===== config.mk =====
export PLATFORM = sky130hd
export DESIGN_NAME = ccl_top
export DESIGN_NICKNAME = d
export VERILOG_FILES = /design/src/include/ccl_pkg.sv /design/src/ccl_sync3.sv /design/src/ccl_cycle_div.sv /design/src/ccl_top.sv
export SDC_FILE = /design/constraint.sdc
export NUM_CORES = 1
export LEC_CHECK = 0
export ABC_AREA = 1
export BUFFER_PORTS_ARGS = -buffer_cell sky130_fd_sc_hd__buf_2
export CELL_PAD_IN_SITES_DETAIL_PLACEMENT = 0
export CELL_PAD_IN_SITES_GLOBAL_PLACEMENT = 1
export CORE_MARGIN = 2
export CORE_UTILIZATION = 34
export CTS_CLUSTER_DIAMETER = 150
export DETAILED_ROUTE_END_ITERATION = 10
export GPL_TIMING_DRIVEN = 0
export PLACE_DENSITY_LB_ADDON = 0.2
export RECOVER_POWER = 50
export REMOVE_ABC_BUFFERS = 1
export SLEW_MARGIN = 20
export SYNTH_ARGS = -nofsm -noshare
export SYNTH_HDL_FRONTEND = slang
export SYNTH_SLANG_ARGS = --single-unit

===== constraint.sdc =====
create_clock -name pclk -period 1.5 [get_ports pclk]
set_input_delay 0.075 -clock pclk [delete_from_list [all_inputs] [get_ports pclk]]
set_output_delay 0.075 -clock pclk [all_outputs]
set_load 0.1 [all_outputs]

===== src/include/ccl_pkg.sv =====
/*
  Shared constants for the comparator control logic: register indices,
  field positions, reset values, input-select codes and the instruction
  cycle divide ratio.
  Assumes a 32-bit APB host; each register index is one word, byte address
  is four times the index.
*/
package ccl_pkg;
	localparam int          NUM_CMP       = 3;
	localparam int          APB_AW        = 16;
	// register indices; comparator n sits one stride below comparator n-1
	localparam logic [11:0] CMP1_BASE_IDX = 12'hED0;
	localparam logic [11:0] CMP_STRIDE    = 12'h004;
	localparam logic [11:0] CON0_OFS      = 12'h000;
	localparam logic [11:0] CON1_OFS      = 12'h001;
	localparam logic [11:0] NSEL_OFS      = 12'h002;
	localparam logic [11:0] PSEL_OFS      = 12'h003;
	localparam logic [11:0] OUT_IDX       = 12'hED4;
	localparam logic [11:0] FLAG_IDX      = 12'hED5;
	localparam logic [11:0] IEN_IDX       = 12'hED6;
	// field positions
	localparam int          CON0_EN_BIT   = 7;
	localparam int          CON0_OUT_BIT  = 6;
	localparam int          CON0_POL_BIT  = 4;
	localparam int          CON0_HYS_BIT  = 1;
	localparam int          CON0_SYNC_BIT = 0;
	localparam int          CON1_RISE_BIT = 1;
	localparam int          CON1_FALL_BIT = 0;
	localparam int          IEN_PERI_BIT  = 6;
	localparam int          IEN_GLOB_BIT  = 7;
	// reset values
	localparam logic [7:0]  CON0_RST      = 8'h00;
	localparam logic [7:0]  CON1_RST      = 8'h00;
	localparam logic [2:0]  SEL_RST       = 3'h0;
	localparam logic [7:0]  IEN_RST       = 8'h00;
	// input select codes
	localparam logic [2:0]  PSEL_NC_LO    = 3'h2;
	localparam logic [2:0]  PSEL_NC_HI    = 3'h4;
	localparam logic [2:0]  NSEL_NC       = 3'h5;
	// one instruction cycle in pclk cycles
	localparam int          INST_DIV      = 4;
endpackage


===== src/ccl_sync3.sv =====
/*
  Three-flop synchroniser for a group of asynchronous levels, with a settled
  copy and one-cycle rise and fall pulses.
  Assumes inputs may change at any time relative to pclk.
*/
`timescale 1ns/1ps
module ccl_sync3 #(
	parameter int W = 1
) (
	input  wire logic         pclk,
	input  wire logic         presetn,
	input  wire logic [W-1:0] async_in,
	output logic      [W-1:0] level,
	output logic      [W-1:0] rise,
	output logic      [W-1:0] fall
);
	typedef struct packed {
		logic [W-1:0] s1;
		logic [W-1:0] s2;
		logic [W-1:0] s3;
		logic [W-1:0] lvl;
		logic [W-1:0] r;
		logic [W-1:0] f;
	} ccl_sync_st_t;

	ccl_sync_st_t q;
	ccl_sync_st_t n;
	logic [W-1:0] chg;

	// a change counts only once stages two and three agree
	always_comb
	begin
		n    = q;
		n.s1 = async_in;
		n.s2 = q.s1;
		n.s3 = q.s2;
		chg  = ~(q.s2 ^ q.s3) & (q.s2 ^ q.lvl);
		n.lvl = q.lvl ^ chg;
		n.r  = chg & q.s2;
		n.f  = chg & ~q.s2;
	end

	always_ff @(posedge pclk or negedge presetn)
	begin
		if (!presetn)
			q <= '0;
		else
			q <= n;
	end

	assign level = q.lvl;
	assign rise  = q.r;
	assign fall  = q.f;
endmodule


===== src/ccl_cycle_div.sv =====
/*
  Divider giving a one-cycle enable pulse once per instruction cycle.
  Assumes a free-running pclk.
*/
`timescale 1ns/1ps
module ccl_cycle_div #(
	parameter int DIV = 4
) (
	input  wire logic pclk,
	input  wire logic presetn,
	output logic      tick
);
	localparam int CW = (DIV > 1) ? $clog2(DIV) : 1;
	localparam logic [CW-1:0] LAST = CW'(DIV - 1);

	typedef struct packed {
		logic [CW-1:0] cnt;
		logic          tick;
	} ccl_div_st_t;

	ccl_div_st_t q;
	ccl_div_st_t n;

	// wrap counter, pulse on the last count
	always_comb
	begin
		n      = q;
		n.tick = (q.cnt == LAST);
		n.cnt  = (q.cnt == LAST) ? '0 : CW'(q.cnt + 1'b1);
	end

	always_ff @(posedge pclk or negedge presetn)
	begin
		if (!presetn)
			q <= '0;
		else
			q <= n;
	end

	assign tick = q.tick;
endmodule


===== src/ccl_top.sv =====
/*
  Digital control for three analog comparators: APB registers, enable and
  polarity handling, instruction-cycle latching, Timer1-aligned output,
  edge flags, interrupt gating and trigger outputs to other peripherals.
  Assumes the analog cores report their raw result on cmp_above, and that
  the prescaled Timer1 clock arrives as an asynchronous level on t1_clk_in.
*/
// Design decisions made here: the APB register port and the placing of the registers.
`timescale 1ns/1ps
// How it works
// - raw result is high when noninverting input exceeds inverting input
// - power off disconnects both input selects and forces raw result zero
// - output equals raw result, or its complement when invert set
// - output readable in own control register and shared mirror register
// - internal output latched each instruction cycle; pin output not latched
// - hysteresis bit switches hysteresis on the comparator inputs
// - aligned mode captures output to timer and pin on Timer1 falling edge
// - capture uses the prescaled Timer1 clock
// - aligned output changes only on falling Timer1 edges
// - output offered as gate source to odd-numbered timers
// - alignment tied to Timer1 clock; other timers need same source
// - rising edge sets flag if rise enable; falling edge if fall enable
// - software clears the flag; a simultaneous edge leaves it set
// - edges seen on polarised output even while powered off
// - interrupt needs comparator, peripheral and global enables
// - positive select routes pin, DAC output or reference buffer
// - negative select routes pin, reference buffer or ground
// - rising output triggers ADC conversion when selected
// - rising output resets even-numbered timer when selected
// - active output with shutdown enable suspends waveform generator
// - works in sleep; aligned outputs stop if Timer1 runs on system clock
// - comparator interrupt wakes device when its enable set
// - positive codes: 0,1 pins, 2-4 open, 5 DAC, 6 ref, 7 ground
// - negative codes: 0-4 pins, 5 open, 6 ref, 7 ground
module ccl_top
	import ccl_pkg::*;
(
	input  wire logic                            pclk,
	input  wire logic                            presetn,
	input  wire logic [ccl_pkg::APB_AW-1:0]      paddr,
	input  wire logic                            psel,
	input  wire logic                            penable,
	input  wire logic                            pwrite,
	input  wire logic [31:0]                     pwdata,
	input  wire logic [3:0]                      pstrb,
	output logic      [31:0]                     prdata,
	output logic                                 pready,
	output logic                                 pslverr,
	input  wire logic [ccl_pkg::NUM_CMP-1:0]     cmp_above,
	input  wire logic                            t1_clk_in,
	input  wire logic                            t1_from_sysclk,
	input  wire logic                            sleep_mode,
	input  wire logic [ccl_pkg::NUM_CMP-1:0]     adc_trigger_select,
	input  wire logic [ccl_pkg::NUM_CMP-1:0]     timer_external_reset_select,
	input  wire logic [ccl_pkg::NUM_CMP-1:0]     shutdown_source_enable,
	output logic      [ccl_pkg::NUM_CMP-1:0]     comparator_power_on_bit,
	output logic      [ccl_pkg::NUM_CMP-1:0]     input_hysteresis,
	output logic      [3*ccl_pkg::NUM_CMP-1:0]   positive_input_select,
	output logic      [3*ccl_pkg::NUM_CMP-1:0]   negative_input_select,
	output logic      [ccl_pkg::NUM_CMP-1:0]     pos_connect,
	output logic      [ccl_pkg::NUM_CMP-1:0]     neg_connect,
	output logic      [ccl_pkg::NUM_CMP-1:0]     comparator_result_bit,
	output logic      [ccl_pkg::NUM_CMP-1:0]     pin_out,
	output logic      [ccl_pkg::NUM_CMP-1:0]     timer_gate,
	output logic                                 adc_trigger,
	output logic                                 timer_reset,
	output logic                                 wg_shutdown,
	output logic      [ccl_pkg::NUM_CMP-1:0]     comparator_irq_flag,
	output logic                                 irq_out,
	output logic                                 wake_req
);
	import ccl_pkg::*;

	typedef struct packed {
		logic [NUM_CMP-1:0]      en;
		logic [NUM_CMP-1:0]      output_invert_field;
		logic [NUM_CMP-1:0]      hys;
		logic [NUM_CMP-1:0]      sync;
		logic [NUM_CMP-1:0]      rise_on;
		logic [NUM_CMP-1:0]      fall_on;
		logic [NUM_CMP-1:0][2:0] nsel;
		logic [NUM_CMP-1:0][2:0] psel;
		logic [NUM_CMP-1:0]      pos_conn;
		logic [NUM_CMP-1:0]      neg_conn;
		logic [NUM_CMP-1:0]      out_lat;
		logic [NUM_CMP-1:0]      sync_out;
		logic [NUM_CMP-1:0]      ext_out;
		logic [NUM_CMP-1:0]      rise_p;
		logic [NUM_CMP-1:0]      flag;
		logic [NUM_CMP-1:0]      ien;
		logic                    peripheral_irq_gate;
		logic                    global_irq_gate;
		logic                    irq;
		logic                    wake;
		logic                    adc_trig;
		logic                    tmr_rst;
		logic                    wg_shut;
		logic [31:0]             prdata;
		logic                    pready;
		logic                    pslverr;
	} ccl_top_st_t;

	ccl_top_st_t q;
	ccl_top_st_t n;

	logic [NUM_CMP-1:0] raw;
	logic               t1_fall;
	logic               inst_tick;
	logic [NUM_CMP-1:0] cur;
	logic [NUM_CMP-1:0] new_out;
	logic [NUM_CMP-1:0] fall_p;
	logic [NUM_CMP-1:0] set_f;
	logic [NUM_CMP-1:0] clr_f;
	logic [11:0]        idx;
	logic [11:0]        base;
	logic               wr_acc;
	logic               rd_hit;
	logic [7:0]         rd_byte;
	logic               sync_run;

	// analog results are asynchronous to pclk
	ccl_sync3 #(
		.W(NUM_CMP)
	) u_raw_sync (
		.pclk     (pclk),
		.presetn  (presetn),
		.async_in (cmp_above),
		.level    (raw),
		.rise     (),
		.fall     ()
	);

	// prescaled Timer1 clock sampled as a level; only its falling edge is used
	ccl_sync3 #(
		.W(1)
	) u_t1_sync (
		.pclk     (pclk),
		.presetn  (presetn),
		.async_in (t1_clk_in),
		.level    (),
		.rise     (),
		.fall     (t1_fall)
	);

	ccl_cycle_div #(
		.DIV(INST_DIV)
	) u_inst_div (
		.pclk    (pclk),
		.presetn (presetn),
		.tick    (inst_tick)
	);

	// next-state logic: register file, output path, flags, APB answer
	always_comb
	begin
		n       = q;
		idx     = paddr[13:2];
		wr_acc  = psel && penable && q.pready && pwrite && pstrb[0];
		rd_hit  = 1'b0;
		rd_byte = 8'h00;
		base    = 12'h000;
		clr_f   = '0;
		// timer on system clock halts in sleep, so aligned outputs freeze
		sync_run = !(sleep_mode && t1_from_sysclk);
		for (int i = 0; i < NUM_CMP; i++)
		begin
			base = 12'(CMP1_BASE_IDX - CMP_STRIDE * 12'(i));
			// powered-off core reads as 0 before polarity
			cur[i] = (q.en[i] & raw[i]) ^ q.output_invert_field[i];
			new_out[i] = inst_tick ? cur[i] : q.out_lat[i];
			if (idx == base + CON0_OFS)
			begin
				rd_hit  = 1'b1;
				rd_byte = 8'h00;
				rd_byte[CON0_EN_BIT]   = q.en[i];
				rd_byte[CON0_OUT_BIT]  = q.out_lat[i];
				rd_byte[CON0_POL_BIT]  = q.output_invert_field[i];
				rd_byte[CON0_HYS_BIT]  = q.hys[i];
				rd_byte[CON0_SYNC_BIT] = q.sync[i];
				if (wr_acc)
				begin
					n.en[i]   = pwdata[CON0_EN_BIT];
					n.output_invert_field[i]  = pwdata[CON0_POL_BIT];
					n.hys[i]  = pwdata[CON0_HYS_BIT];
					n.sync[i] = pwdata[CON0_SYNC_BIT];
				end
			end
			if (idx == base + CON1_OFS)
			begin
				rd_hit  = 1'b1;
				rd_byte = 8'h00;
				rd_byte[CON1_RISE_BIT] = q.rise_on[i];
				rd_byte[CON1_FALL_BIT] = q.fall_on[i];
				if (wr_acc)
				begin
					n.rise_on[i] = pwdata[CON1_RISE_BIT];
					n.fall_on[i] = pwdata[CON1_FALL_BIT];
				end
			end
			if (idx == base + NSEL_OFS)
			begin
				rd_hit  = 1'b1;
				rd_byte = {5'h00, q.nsel[i]};
				if (wr_acc)
					n.nsel[i] = pwdata[2:0];
			end
			if (idx == base + PSEL_OFS)
			begin
				rd_hit  = 1'b1;
				rd_byte = {5'h00, q.psel[i]};
				if (wr_acc)
					n.psel[i] = pwdata[2:0];
			end
			// open codes and power-off leave the input floating
			n.pos_conn[i] = n.en[i]
				&& !(n.psel[i] >= PSEL_NC_LO && n.psel[i] <= PSEL_NC_HI);
			n.neg_conn[i] = n.en[i] && (n.nsel[i] != NSEL_NC);
			// aligned capture on the prescaled Timer1 falling edge only
			if (t1_fall && sync_run)
				n.sync_out[i] = cur[i];
			// pin and gate follow the live value unless aligned mode is on
			n.ext_out[i] = q.sync[i] ? n.sync_out[i] : cur[i];
		end
		if (idx == OUT_IDX)
		begin
			rd_hit  = 1'b1;
			rd_byte = {5'h00, q.out_lat};
		end
		if (idx == FLAG_IDX)
		begin
			rd_hit  = 1'b1;
			rd_byte = {5'h00, q.flag};
			if (wr_acc)
				clr_f = pwdata[NUM_CMP-1:0];
		end
		if (idx == IEN_IDX)
		begin
			rd_hit  = 1'b1;
			rd_byte = {q.global_irq_gate, q.peripheral_irq_gate, 3'h0, q.ien};
			if (wr_acc)
			begin
				n.ien  = pwdata[NUM_CMP-1:0];
				n.peripheral_irq_gate = pwdata[IEN_PERI_BIT];
				n.global_irq_gate  = pwdata[IEN_GLOB_BIT];
			end
		end
		// edge pulses from this cycle's latch versus the previous one
		n.out_lat = new_out;
		n.rise_p  = new_out & ~q.out_lat;
		fall_p    = ~new_out & q.out_lat;
		set_f     = (n.rise_p & q.rise_on) | (fall_p & q.fall_on);
		// a set in the clearing cycle wins
		n.flag    = (q.flag & ~clr_f) | set_f;
		n.irq     = (|(n.flag & n.ien)) && n.peripheral_irq_gate && n.global_irq_gate;
		n.wake    = |(n.flag & n.ien);
		n.adc_trig = |(n.rise_p & adc_trigger_select);
		n.tmr_rst  = |(n.rise_p & timer_external_reset_select);
		// shutdown acts on the live value, no latch delay
		n.wg_shut  = |(cur & shutdown_source_enable);
		// answer one cycle after setup: data captured at setup
		n.pready  = psel && !penable;
		if (psel && !penable)
		begin
			n.prdata  = {24'h000000, rd_byte};
			n.pslverr = !rd_hit;
		end
		else
		begin
			n.prdata  = q.prdata;
			n.pslverr = 1'b0;
		end
	end

	always_ff @(posedge pclk or negedge presetn)
	begin
		if (!presetn)
		begin
			q         <= '0;
			q.en      <= {NUM_CMP{CON0_RST[CON0_EN_BIT]}};
			q.output_invert_field     <= {NUM_CMP{CON0_RST[CON0_POL_BIT]}};
			q.rise_on <= {NUM_CMP{CON1_RST[CON1_RISE_BIT]}};
			q.nsel    <= {NUM_CMP{SEL_RST}};
			q.psel    <= {NUM_CMP{SEL_RST}};
			q.peripheral_irq_gate    <= IEN_RST[IEN_PERI_BIT];
		end
		else
			q <= n;
	end

	// all outputs come straight from state flops
	assign prdata                  = q.prdata;
	assign pready                  = q.pready;
	assign pslverr                 = q.pslverr;
	assign comparator_power_on_bit = q.en;
	assign input_hysteresis        = q.hys;
	assign positive_input_select   = q.psel;
	assign negative_input_select   = q.nsel;
	assign pos_connect             = q.pos_conn;
	assign neg_connect             = q.neg_conn;
	assign comparator_result_bit   = q.out_lat;
	assign pin_out                 = q.ext_out;
	assign timer_gate              = q.ext_out;
	assign adc_trigger             = q.adc_trig;
	assign timer_reset             = q.tmr_rst;
	assign wg_shutdown             = q.wg_shut;
	assign comparator_irq_flag     = q.flag;
	assign irq_out                 = q.irq;
	assign wake_req                = q.wake;
endmodule


==> results.toml, run 1 <==
[outcome]
outcome = "complete, but fails checks"
violations = "negative setup slack"

[sta]
rsz0062_at_grt = "true"
setup_viol = 35
timing.final.ws_setup_ns = -0.3769
fin_skew_ns = 0.008112
period_share_pct = 125.1
hold_viol_final = 0
tns_ns = -4.196
slew_violations = 0
worstMarginPinSlew_ns = 1.036
clock.fmax_mhz = 532.8
fin_crit_ns = 1.877
slew_headroom_pct = 30.96

[placement]
routabilityCongestion = 0.8355
place_area_sq_um = 5039
port_buffers = 93
place_hpwl_um = 9689

[synthesis]
ys_warn_count = 0
synth.area.top_cells = "dfrtp_1, buf_4, nand2_1, inv_1, o21ai_0"
synth.top_cell.area_share_pct = 47.97
syn_area_sq_um = 4800
ys_seq_area_share_pct = 47.97
synth_edf_count = 0
synthArstFlopShare_pct = 100.0
yosysTopAreaCell = "dfrtp_1"
ys_types = 42
yosys_most_used_dff = "dfrtp_1"
synth_seq_cells = 92
postSynthCellCount = 563
avgSynthCellArea_sq_um = 8.525

[power]
p_int_w = 0.004026
pwr-share-comb_pct = 17.0
ir_drop_mv = 0.4268
p_leak_nw = 2.898
clockPowerShare_pct = 39.2
seqPwrFrac_pct = 43.8
p_per_area_nw_per_um2 = 980.6
swShare_pct = 32.28
switching_power_w = 0.001919

[setup_path]
critPathMaxFanout = 6
r2r_start = "pready"
regToRegSetupSlack_ns = -0.38
cp_slowest_cell = "dfrtp_1"
endpoint = "irq_out"
critPathCaptureType = "flip-flop"
cpMostUsedCell = "nand3_2"
cp_num_cells = 11
crit_type = "flip-flop to flip-flop"
r2r_end = "irq_out"
cp.required_ns = 1.75
start_kind = "flip-flop"
arrival_ns = 2.13
slowest_delay_ns = 0.36
critPathLaunch = "pready"
crit_chain = "nand3_2 -> nor2_4 -> clkinvlp_4 -> buf_8 -> or2_4 -> o22ai_2 -> inv_2 -> nand2_2 -> nand3_2 -> nand3_2 -> inv_1"
crit_family = "simple AND/OR/NAND/NOR gates"
worstRegToRegCells = 11
cp_num_buf_inv = 4

[clock_network]
cts_tree = "built"
clock-sinks = 92
clk_path_buf_depth = 2
h-tree-depth = 3
clk_latency_ns = 0.35
cts_root_buf = "clkbuf_16"
clkTransAtPathRegs_ns = 0.07
cts_buffers = 9

[finish]
nets = 731
syn_to_final_growth_pct = 26.33
design_area_sq_um = 6063
drive_gt1_share_pct = 34.54
n_antenna_cell = 0
nFillCells = 1401

[floorplanning]
fp.dieH_um = 122.8
core_area_sq_um = 13830
ios = 153
start_util_pct = 34.71
rows = 43
die_w_um = 122.8
floorplan.die_area_sq_um = 15080

[routing]
antenna_left = 0
num_vias = 4041
wl_um = 13720
viasPerCell = 4.794
first_pass_iters = 4
wl_per_cell_um = 16.27
drc_errors = 0
drt-initial-drc-count = 222

[grt]
antenna_found_initial = 0
groute.usage.overall_pct = 18.88
grt_max_degree = 56
grt-ovfl-total = 0
grt_pass1_vias = 3969
grt_pass1_wl_um = 21130

[run]
cap_violations = 0

[min_path]
hold_path_class = "input pin to flip-flop"
-- worst register-to-register path, delay by kind of cell (launching register included) --
family | cells | cell delay (ns)
AND/OR/NAND/NOR | 6 | 0.81
buffers and inverters | 4 | 0.42
flip-flops | 1 | 0.36
AO/OA/AOI/OAI | 1 | 0.18
-- power by group through the flow --
| stage | logic [W] | clock network [W] | registers [W] |
|---|---|---|---|
| floorplan | 0.000420 | 0 | 0.00295 |
| global placement | 0.000934 | 0 | 0.00265 |
| detailed placement | 0.000951 | 0 | 0.00265 |
| CTS | 0.00101 | 0.00238 | 0.00261 |
| global route | 0.00107 | 0.00249 | 0.00261 |
| finish | 0.00101 | 0.00233 | 0.00260 |
-- routing by layer --
metal / track usage, % / part of all wire [%] / routed length [um] / vias up
li1: - / - / - / 1958
met2: 29.21 / 46 / 6279 / 119
met5: 0 / 0 / 0 / -
met1: 25.88 / 47 / 6477 / 1944
met3: 3.253 / 4.7 / 649 / 20
met4: 8.405 / 2.2 / 308 / 0
-- worst min-delay path by stage --
stage / from / end / slack (ns) / depth (start not counted)
5_1_grt: pwdata[2] / positive_input_select[5] / 0.04 / 3
2_1_floorplan: presetn / async pin / -0.22 / 0
6_report: pwdata[2] / positive_input_select[5] / 0.005 / 3
3_5_place_dp: presetn / adc_trigger / 0.005 / 1
4_1_cts: pwdata[2] / positive_input_select[5] / -0.003 / 3
3_3_place_gp: cmp_above[0] / u_raw_sync.n[12] / 0.18 / 1
-- repair_timing --
| item | 4_1_cts | 5_1_grt |
|---|---|---|
| resized for setup | 50 | 54 |
| pin swaps | 8 | 23 |
| setup endpoints to repair | 59 | 48 |
| hold endpoints to repair | 50 | 0 |
| hold buffers | 17 | 0 |
| cloned | 1 | 0 |
| setup buffers | 18 | 10 |
-- registers in the layout (all words and copies together), names as in the netlist, 3 cells and up, named ones only --
register,count
negative_input_select,9
positive_input_select,9
prdata,6
comparator_power_on_bit,3
pin_out,3
neg_connect,3
q,20
u_raw_sync.n,6
pos_connect,3
u_raw_sync.q,3
comparator_irq_flag,3
input_hysteresis,3
comparator_result_bit,3
-- cells in the mapped netlist, types with 6 or more instances --
cell     instances
a21oi_1         12
buf_4           74
dfrtp_1         92
inv_1           61
inv_2            8
nand2_1        101
nand3_1         31
nand4_1         17
nor2_1          48
nor3_1          10
nor4_1           6
o21ai_0         36
o22ai_1         12
-- stage by stage --
| stage | std cells | worst slack, ns | hold WS, ns | utilization, % | power, W |
|---|---|---|---|---|---|
| final | 843 | -0.3769 | 0.004847 | 43.85 | 0.005946 |
| after global routing | 843 | -0.4853 | 0.03623 | 43.85 | 0.006174 |
| after CTS | 835 | -0.3525 | -0.002658 | 42.02 | 0.006002 |
| after detailed placement | 783 | -1.369 | 0.005035 | 36.44 | 0.003604 |
| after global placement | 782 | -1.303 | 0.1829 | 36.20 | 0.003583 |
| after floorplan | 509 | -1.251 | -0.2206 | - | 0.003373 |
-- cell families (layout without fill, tap and decap cells) --
logic type	after synthesis	count (layout)	synth area share [%]
buffers and inverters	148	222	17.47
AOI/OAI and AO/OA	83	83	10.27
and+or+nand+nor	231	232	22.42
DFF	92	92	47.97
muxes	3	3	0.7038
adders and majority gates	5	5	1.095
other	1	26	0.07813
-- cells in the final DEF (no fill, tap or decap), types with 5 or more instances in the layout --
master and n:
a21oi_1 10, buf_6 7, inv_2 11, dlygate4sd3_1 17
dfrtp_1 92, buf_4 17, nor2_1 35, nor3_1 9
inv_1 55, o22ai_2 11, o21ai_1 10, nor2_2 10
buf_2 92, nand2_1 89, nand3_1 29, conb_1 26
nand4_1 17, o21ai_0 21, nor4_1 5, clkbuf_16 9
o21ai_2 10, nor2_4 11, nand2_2 13
-- layout make-up --
cell class / count / area (sq um) / area share [%]
Tap cell: 180 / 225.2 / 3.714
Multi-Input combinational cell: 349 / 2064 / 34.05
Clock buffer: 9 / 225.2 / 3.714
Timing Repair Buffer: 137 / 904.6 / 14.92
Sequential cell: 92 / 2302 / 37.97
Inverter: 69 / 267.8 / 4.416
Clock inverter: 7 / 73.82 / 1.217
(Power assumes the default switching activity.)
==> inputs of run 2 (changes only) <==
--- a/config.mk
+++ b/config.mk
@@ -14,7 +14,7 @@
 export CTS_CLUSTER_DIAMETER = 150
 export DETAILED_ROUTE_END_ITERATION = 10
 export GPL_TIMING_DRIVEN = 0
-export PLACE_DENSITY_LB_ADDON = 0.2
+export PLACE_DENSITY_LB_ADDON = 0.1
 export RECOVER_POWER = 50
 export REMOVE_ABC_BUFFERS = 1
 export SLEW_MARGIN = 20
==> results.toml, run 2 (synthesis gave the netlist of run 1 again) <==
[setup_path]
cp_slowest_cell = "dfrtp_1"
cpMostUsedCell = "nand3_2"
critPathMaxFanout = 7
crit_type = "flip-flop to flip-flop"
critPathCaptureType = "flip-flop"
crit_family = "simple AND/OR/NAND/NOR gates"
worstRegToRegCells = 11
cp_num_cells = 11
arrival_ns = 2.03
crit_chain = "nand3_2 -> nor2_4 -> clkinvlp_4 -> buf_8 -> or2_4 -> o22ai_2 -> inv_2 -> nand2_2 -> nand3_2 -> nand3_1 -> inv_1"
cp_num_buf_inv = 4
start_kind = "flip-flop"
cp.required_ns = 1.76
slowest_delay_ns = 0.36

[clock_network]
cts_tree = "built"
h-tree-depth = 3
cts_buffers = 9
cts_root_buf = "clkbuf_16"
clk_latency_ns = 0.36
clock-sinks = 92
clk_path_buf_depth = 2
clkTransAtPathRegs_ns = 0.07

[routing]
wl_um = 13580
first_pass_iters = 5
drt-initial-drc-count = 230
viasPerCell = 4.795
num_vias = 4028
antenna_left = 0
drc_errors = 0
wl_per_cell_um = 16.17

[sta]
slew_violations = 0
tns_ns = -1.839
setup_viol = 18
slew_headroom_pct = 46.06
worstMarginPinSlew_ns = 0.8092
clock.fmax_mhz = 564.1
rsz0062_at_grt = "true"
fin_crit_ns = 1.773
fin_skew_ns = 0.005275
period_share_pct = 118.2
timing.final.ws_setup_ns = -0.2728
hold_viol_final = 0

[grt]
grt_pass1_wl_um = 20890
met3_usage_pct = 3.206
groute.usage.overall_pct = 18.93
antenna_found_initial = 0
grt_use_met1_pct = 26.23
grt_use_met2_pct = 29.32
grt-ovfl-total = 0
grt_pass1_vias = 3851
grt_max_degree = 63
grt-busiest-layer = "met2"

[finish]
drive_gt1_share_pct = 33.33
top_register = "q"
final_cell_mix = "dfrtp_1, buf_2, nand2_1, inv_1, nor2_1"
nFillCells = 1399
n_antenna_cell = 0
largest_register_ffs = 20
nets = 728
syn_to_final_growth_pct = 23.85

[floorplanning]
fp.dieH_um = 122.8
start_util_pct = 34.71
ios = 153
die_w_um = 122.8
rows = 43
core_area_sq_um = 13830
floorplan.die_area_sq_um = 15080

[placement]
port_buffers = 93
place_hpwl_um = 9987
dp_slack_ns = -1.378
routabilityCongestion = 0.8256

[min_path]
hold_depth = 3
hold_path_class = "input pin to flip-flop"

[outcome]
outcome = "complete, but fails checks"
violations = "negative setup slack"

[power]
p_per_area_nw_per_um2 = 983.8
p_total_w = 0.005848
p_leak_nw = 2.835
ir_drop_mv = 0.4221

[run]
cap_violations = 0
run 2: changes by cell type in the layout (fill, tap and decap cells not counted), sizes merged:
cell,change
clkinvlp,-1
clkinv,-1
bufinv,-1
clkbuf,+3
buf,-3
run 2: repair_timing:
action / in CTS / in global routing
gates cloned: 1 / 0
pin swaps: 14 / 11
setup endpoints to repair: 59 / 41
hold buffers: 17 / 0
buffers inserted: 18 / 5
resized for setup: 54 / 34
hold endpoints to repair: 104 / 0
run 2: final timing paths:
kind | startpoint | slack [ns] | end
worst min register to register | u_raw_sync.n[12] | 0.35 | u_raw_sync.n[9]
worst max-delay path | pready | -0.27 | irq_out
worst max register to register | pready | -0.27 | irq_out
worst min-delay path | pwdata[2] | 0.01 | positive_input_select[5]
max in group asynchronous | presetn | 0.24 | negative_input_select[1]
min in group asynchronous | presetn | 0.34 | prdata[4]
run 2: final cells by class:
type	count	area, sq um	area share [%]
clock buffers	12	256.5	4.315
well taps	180	225.2	3.789
multi-input cells	349	2018	33.95
repair buffers	134	845.8	14.23
flip-flops and latches	92	2302	38.73
clock inverters	4	31.28	0.5262
inverters	69	265.3	4.462
run 2: where the power goes:
part	internal (W)	leakage, nW	total [W]	switching [W]
Clock	0.00123	0.144	0.00224	0.00102
Combinational	0.000157	1.57	0.000999	0.000842
Sequential	0.00256	1.12	0.00260	0.0000435
Total	0.00395	2.84	0.00585	0.00190
run 2: metal layers:
| metal | vias to the layer above | part of all wire (%) |
|---|---|---|
| li1 | 1947 | - |
| met4 | 0 | 2.1 |
| met2 | 118 | 47 |
| met3 | 18 | 5.0 |
| met5 | - | 0 |
| met1 | 1945 | 46 |
run 2: through the flow:
| stage | cells | hold slack [ns] | utilization [%] | cell area, sq um |
|---|---|---|---|---|
| CTS | 835 | 0.007174 | 42.15 | 5828 |
| global placement | 782 | 0.1835 | 36.20 | 5005 |
| detailed placement | 783 | -0.02048 | 36.44 | 5039 |
| global route | 840 | 0.03722 | 42.99 | 5944 |
| floorplan | 509 | -0.2206 | - | 4314 |
| finish | 840 | 0.01044 | 42.99 | 5944 |
run 2: worst reg2reg max path, delay by kind of cell, from the launching register on:
family | cells | cell delay, ns
AND/OR/NAND/NOR | 6 | 0.77
buffers and inverters | 4 | 0.38
flip-flops | 1 | 0.36
AO/OA/AOI/OAI | 1 | 0.16
==> inputs of run 3 (changes only) <==
--- a/config.mk
+++ b/config.mk
@@ -7,9 +7,9 @@
 export LEC_CHECK = 0
 export ABC_AREA = 1
 export BUFFER_PORTS_ARGS = -buffer_cell sky130_fd_sc_hd__buf_2
-export CELL_PAD_IN_SITES_DETAIL_PLACEMENT = 0
+export CELL_PAD_IN_SITES_DETAIL_PLACEMENT = 1
 export CELL_PAD_IN_SITES_GLOBAL_PLACEMENT = 1
-export CORE_MARGIN = 2
+export CORE_MARGIN = 4
 export CORE_UTILIZATION = 34
 export CTS_CLUSTER_DIAMETER = 150
 export DETAILED_ROUTE_END_ITERATION = 10
==> results.toml, run 3 (synthesis gave the netlist of run 1 again) <==
[outcome]
outcome = "complete, but fails checks"
violations = "negative setup slack"

[sta]
timing.final.ws_setup_ns = -0.3296
slew_headroom_pct = 43.04
clock.fmax_mhz = 546.6
slew_violations = 0
worstMarginPinSlew_ns = 0.8544
rsz0062_at_grt = "true"
period_share_pct = 122.0
fin_crit_ns = 1.830
hold_viol_final = 0
fin_skew_ns = 0.006197
setup_viol = 30

[grt]
grt_pass1_vias = 4325
antenna_found_initial = 0
grt-ovfl-total = 0
groute.usage.overall_pct = 18.46
grt_pass1_wl_um = 23030
grt_max_degree = 61

[clock_network]
cts_buffers = 9
clkTransAtPathRegs_ns = 0.07
h-tree-depth = 3
cts_root_buf = "clkbuf_16"
clock-sinks = 92
clk_latency_ns = 0.35
clk_path_buf_depth = 2
cts_tree = "built"

[routing]
wl_per_cell_um = 17.73
first_pass_iters = 4
viasPerCell = 4.878
drt-initial-drc-count = 259
drc_errors = 0
num_vias = 4117
antenna_left = 0
wl_um = 14970

[floorplanning]
rows = 43
floorplan.die_area_sq_um = 16080
core_area_sq_um = 13830
fp.dieH_um = 126.8
ios = 153
die_w_um = 126.8
start_util_pct = 34.71

[power]
p_int_w = 0.003865
ir_drop_mv = 0.3917
pwr-share-comb_pct = 17.6
swShare_pct = 33.61
p_leak_nw = 2.913
clockPowerShare_pct = 37.6
seqPwrFrac_pct = 44.8
switching_power_w = 0.001956
p_per_area_nw_per_um2 = 952.6

[finish]
multi_input_area_sq_um = 2138
syn_to_final_growth_pct = 27.32
top_register = "q"
drive_gt1_share_pct = 35.99
n_antenna_cell = 0
nFillCells = 1656
regArea_sq_um = 2302
largest_register_ffs = 20
design_area_sq_um = 6111
final_cell_mix = "dfrtp_1, buf_2, nand2_1, inv_1, nor2_1"
nets = 732

[run]
cap_violations = 0

[setup_path]
regToRegSetupSlack_ns = -0.33
arrival_ns = 2.08
crit_type = "flip-flop to flip-flop"
critPathMaxFanout = 5
cp.required_ns = 1.75
start_kind = "flip-flop"
critPathCaptureType = "flip-flop"

[placement]
port_buffers = 93
place_area_sq_um = 5039
routabilityCongestion = 0.8315
dp_slack_ns = -1.402
place_hpwl_um = 10690

[min_path]
hold_path_class = "input pin to flip-flop"
run 3: cell count changes in the layout (fill, tap and decap cells not counted), sizes merged:
cell	change
clkbuf	-2
clkinvlp	+2
buf	+4
run 3: worst paths after layout:
path,to,depth (start not counted),start
setup / recovery,irq_out,11,pready
hold / removal,positive_input_select[3],3,pwdata[0]
setup reg to reg,irq_out,11,pready
hold reg to reg,u_raw_sync.n[10],0,u_raw_sync.n[13]
max in group asynchronous,negative_input_select[1],3,presetn
min in group asynchronous,prdata[4],2,presetn
run 3: final cells by class:
type,instances,area share (%)
clock inverters,6,0.7985
clock buffers,10,3.747
flip-flops and latches,92,37.67
multi-input cells,349,34.99
inverters,69,4.382
repair buffers,138,14.72
well taps,180,3.686
run 3: critical path, stage by stage, from the launching register on:
cell        delay (ns)
dfrtp_1           0.36
nand3_2           0.08
nor2_4            0.22
clkinvlp_4        0.16
buf_6             0.16
or2_4             0.27
o22ai_2           0.16
inv_2             0.07
nand2_2           0.06
nand3_2           0.08
nand3_1           0.07
inv_1             0.04
run 3: power groups by stage:
stage                     clock [W]  sequential [W]  combinational (W)
after floorplan                   0         0.00295           0.000420
after global placement            0         0.00265           0.000938
after detailed placement          0         0.00265           0.000961
after CTS                   0.00226         0.00261            0.00101
after global routing        0.00235         0.00262            0.00108
final                       0.00219         0.00261            0.00102
run 3: routing by layer:
layer / share of wire [%] / vias to the layer above / GRT usage (%)
met4: 2.5 / 0 / 7.256
met1: 44 / 2016 / 24.21
li1: - / 1956 / -
met5: 0 / - / 0
met3: 5.1 / 23 / 3.453
met2: 48 / 122 / 30.23
run 3: metrics by stage:
stage                     util (%)  TNS [ns]  cells  hold WS, ns  power, W
after floorplan                  -    -41.07    509      -0.2206  0.003373
after global placement       36.20    -91.60    782       0.1842  0.003588
after detailed placement     36.44    -45.68    783     -0.01229  0.003615
after CTS                    41.91    -2.140    834      0.01663  0.005882
after global routing         44.20    -7.184    844      0.06765  0.006049
final                        44.20    -3.310    844      0.05105  0.005821
run 3: repair_timing:
| item | CTS | global route |
|---|---|---|
| setup buffers | 17 | 10 |
| gates resized for setup | 55 | 68 |
| cloned | 1 | 0 |
| hold buffers | 17 | 0 |
| hold endpoints to repair | 104 | 0 |
| pin swaps | 15 | 18 |
| endpoints found under the setup margin | 59 | 51 |
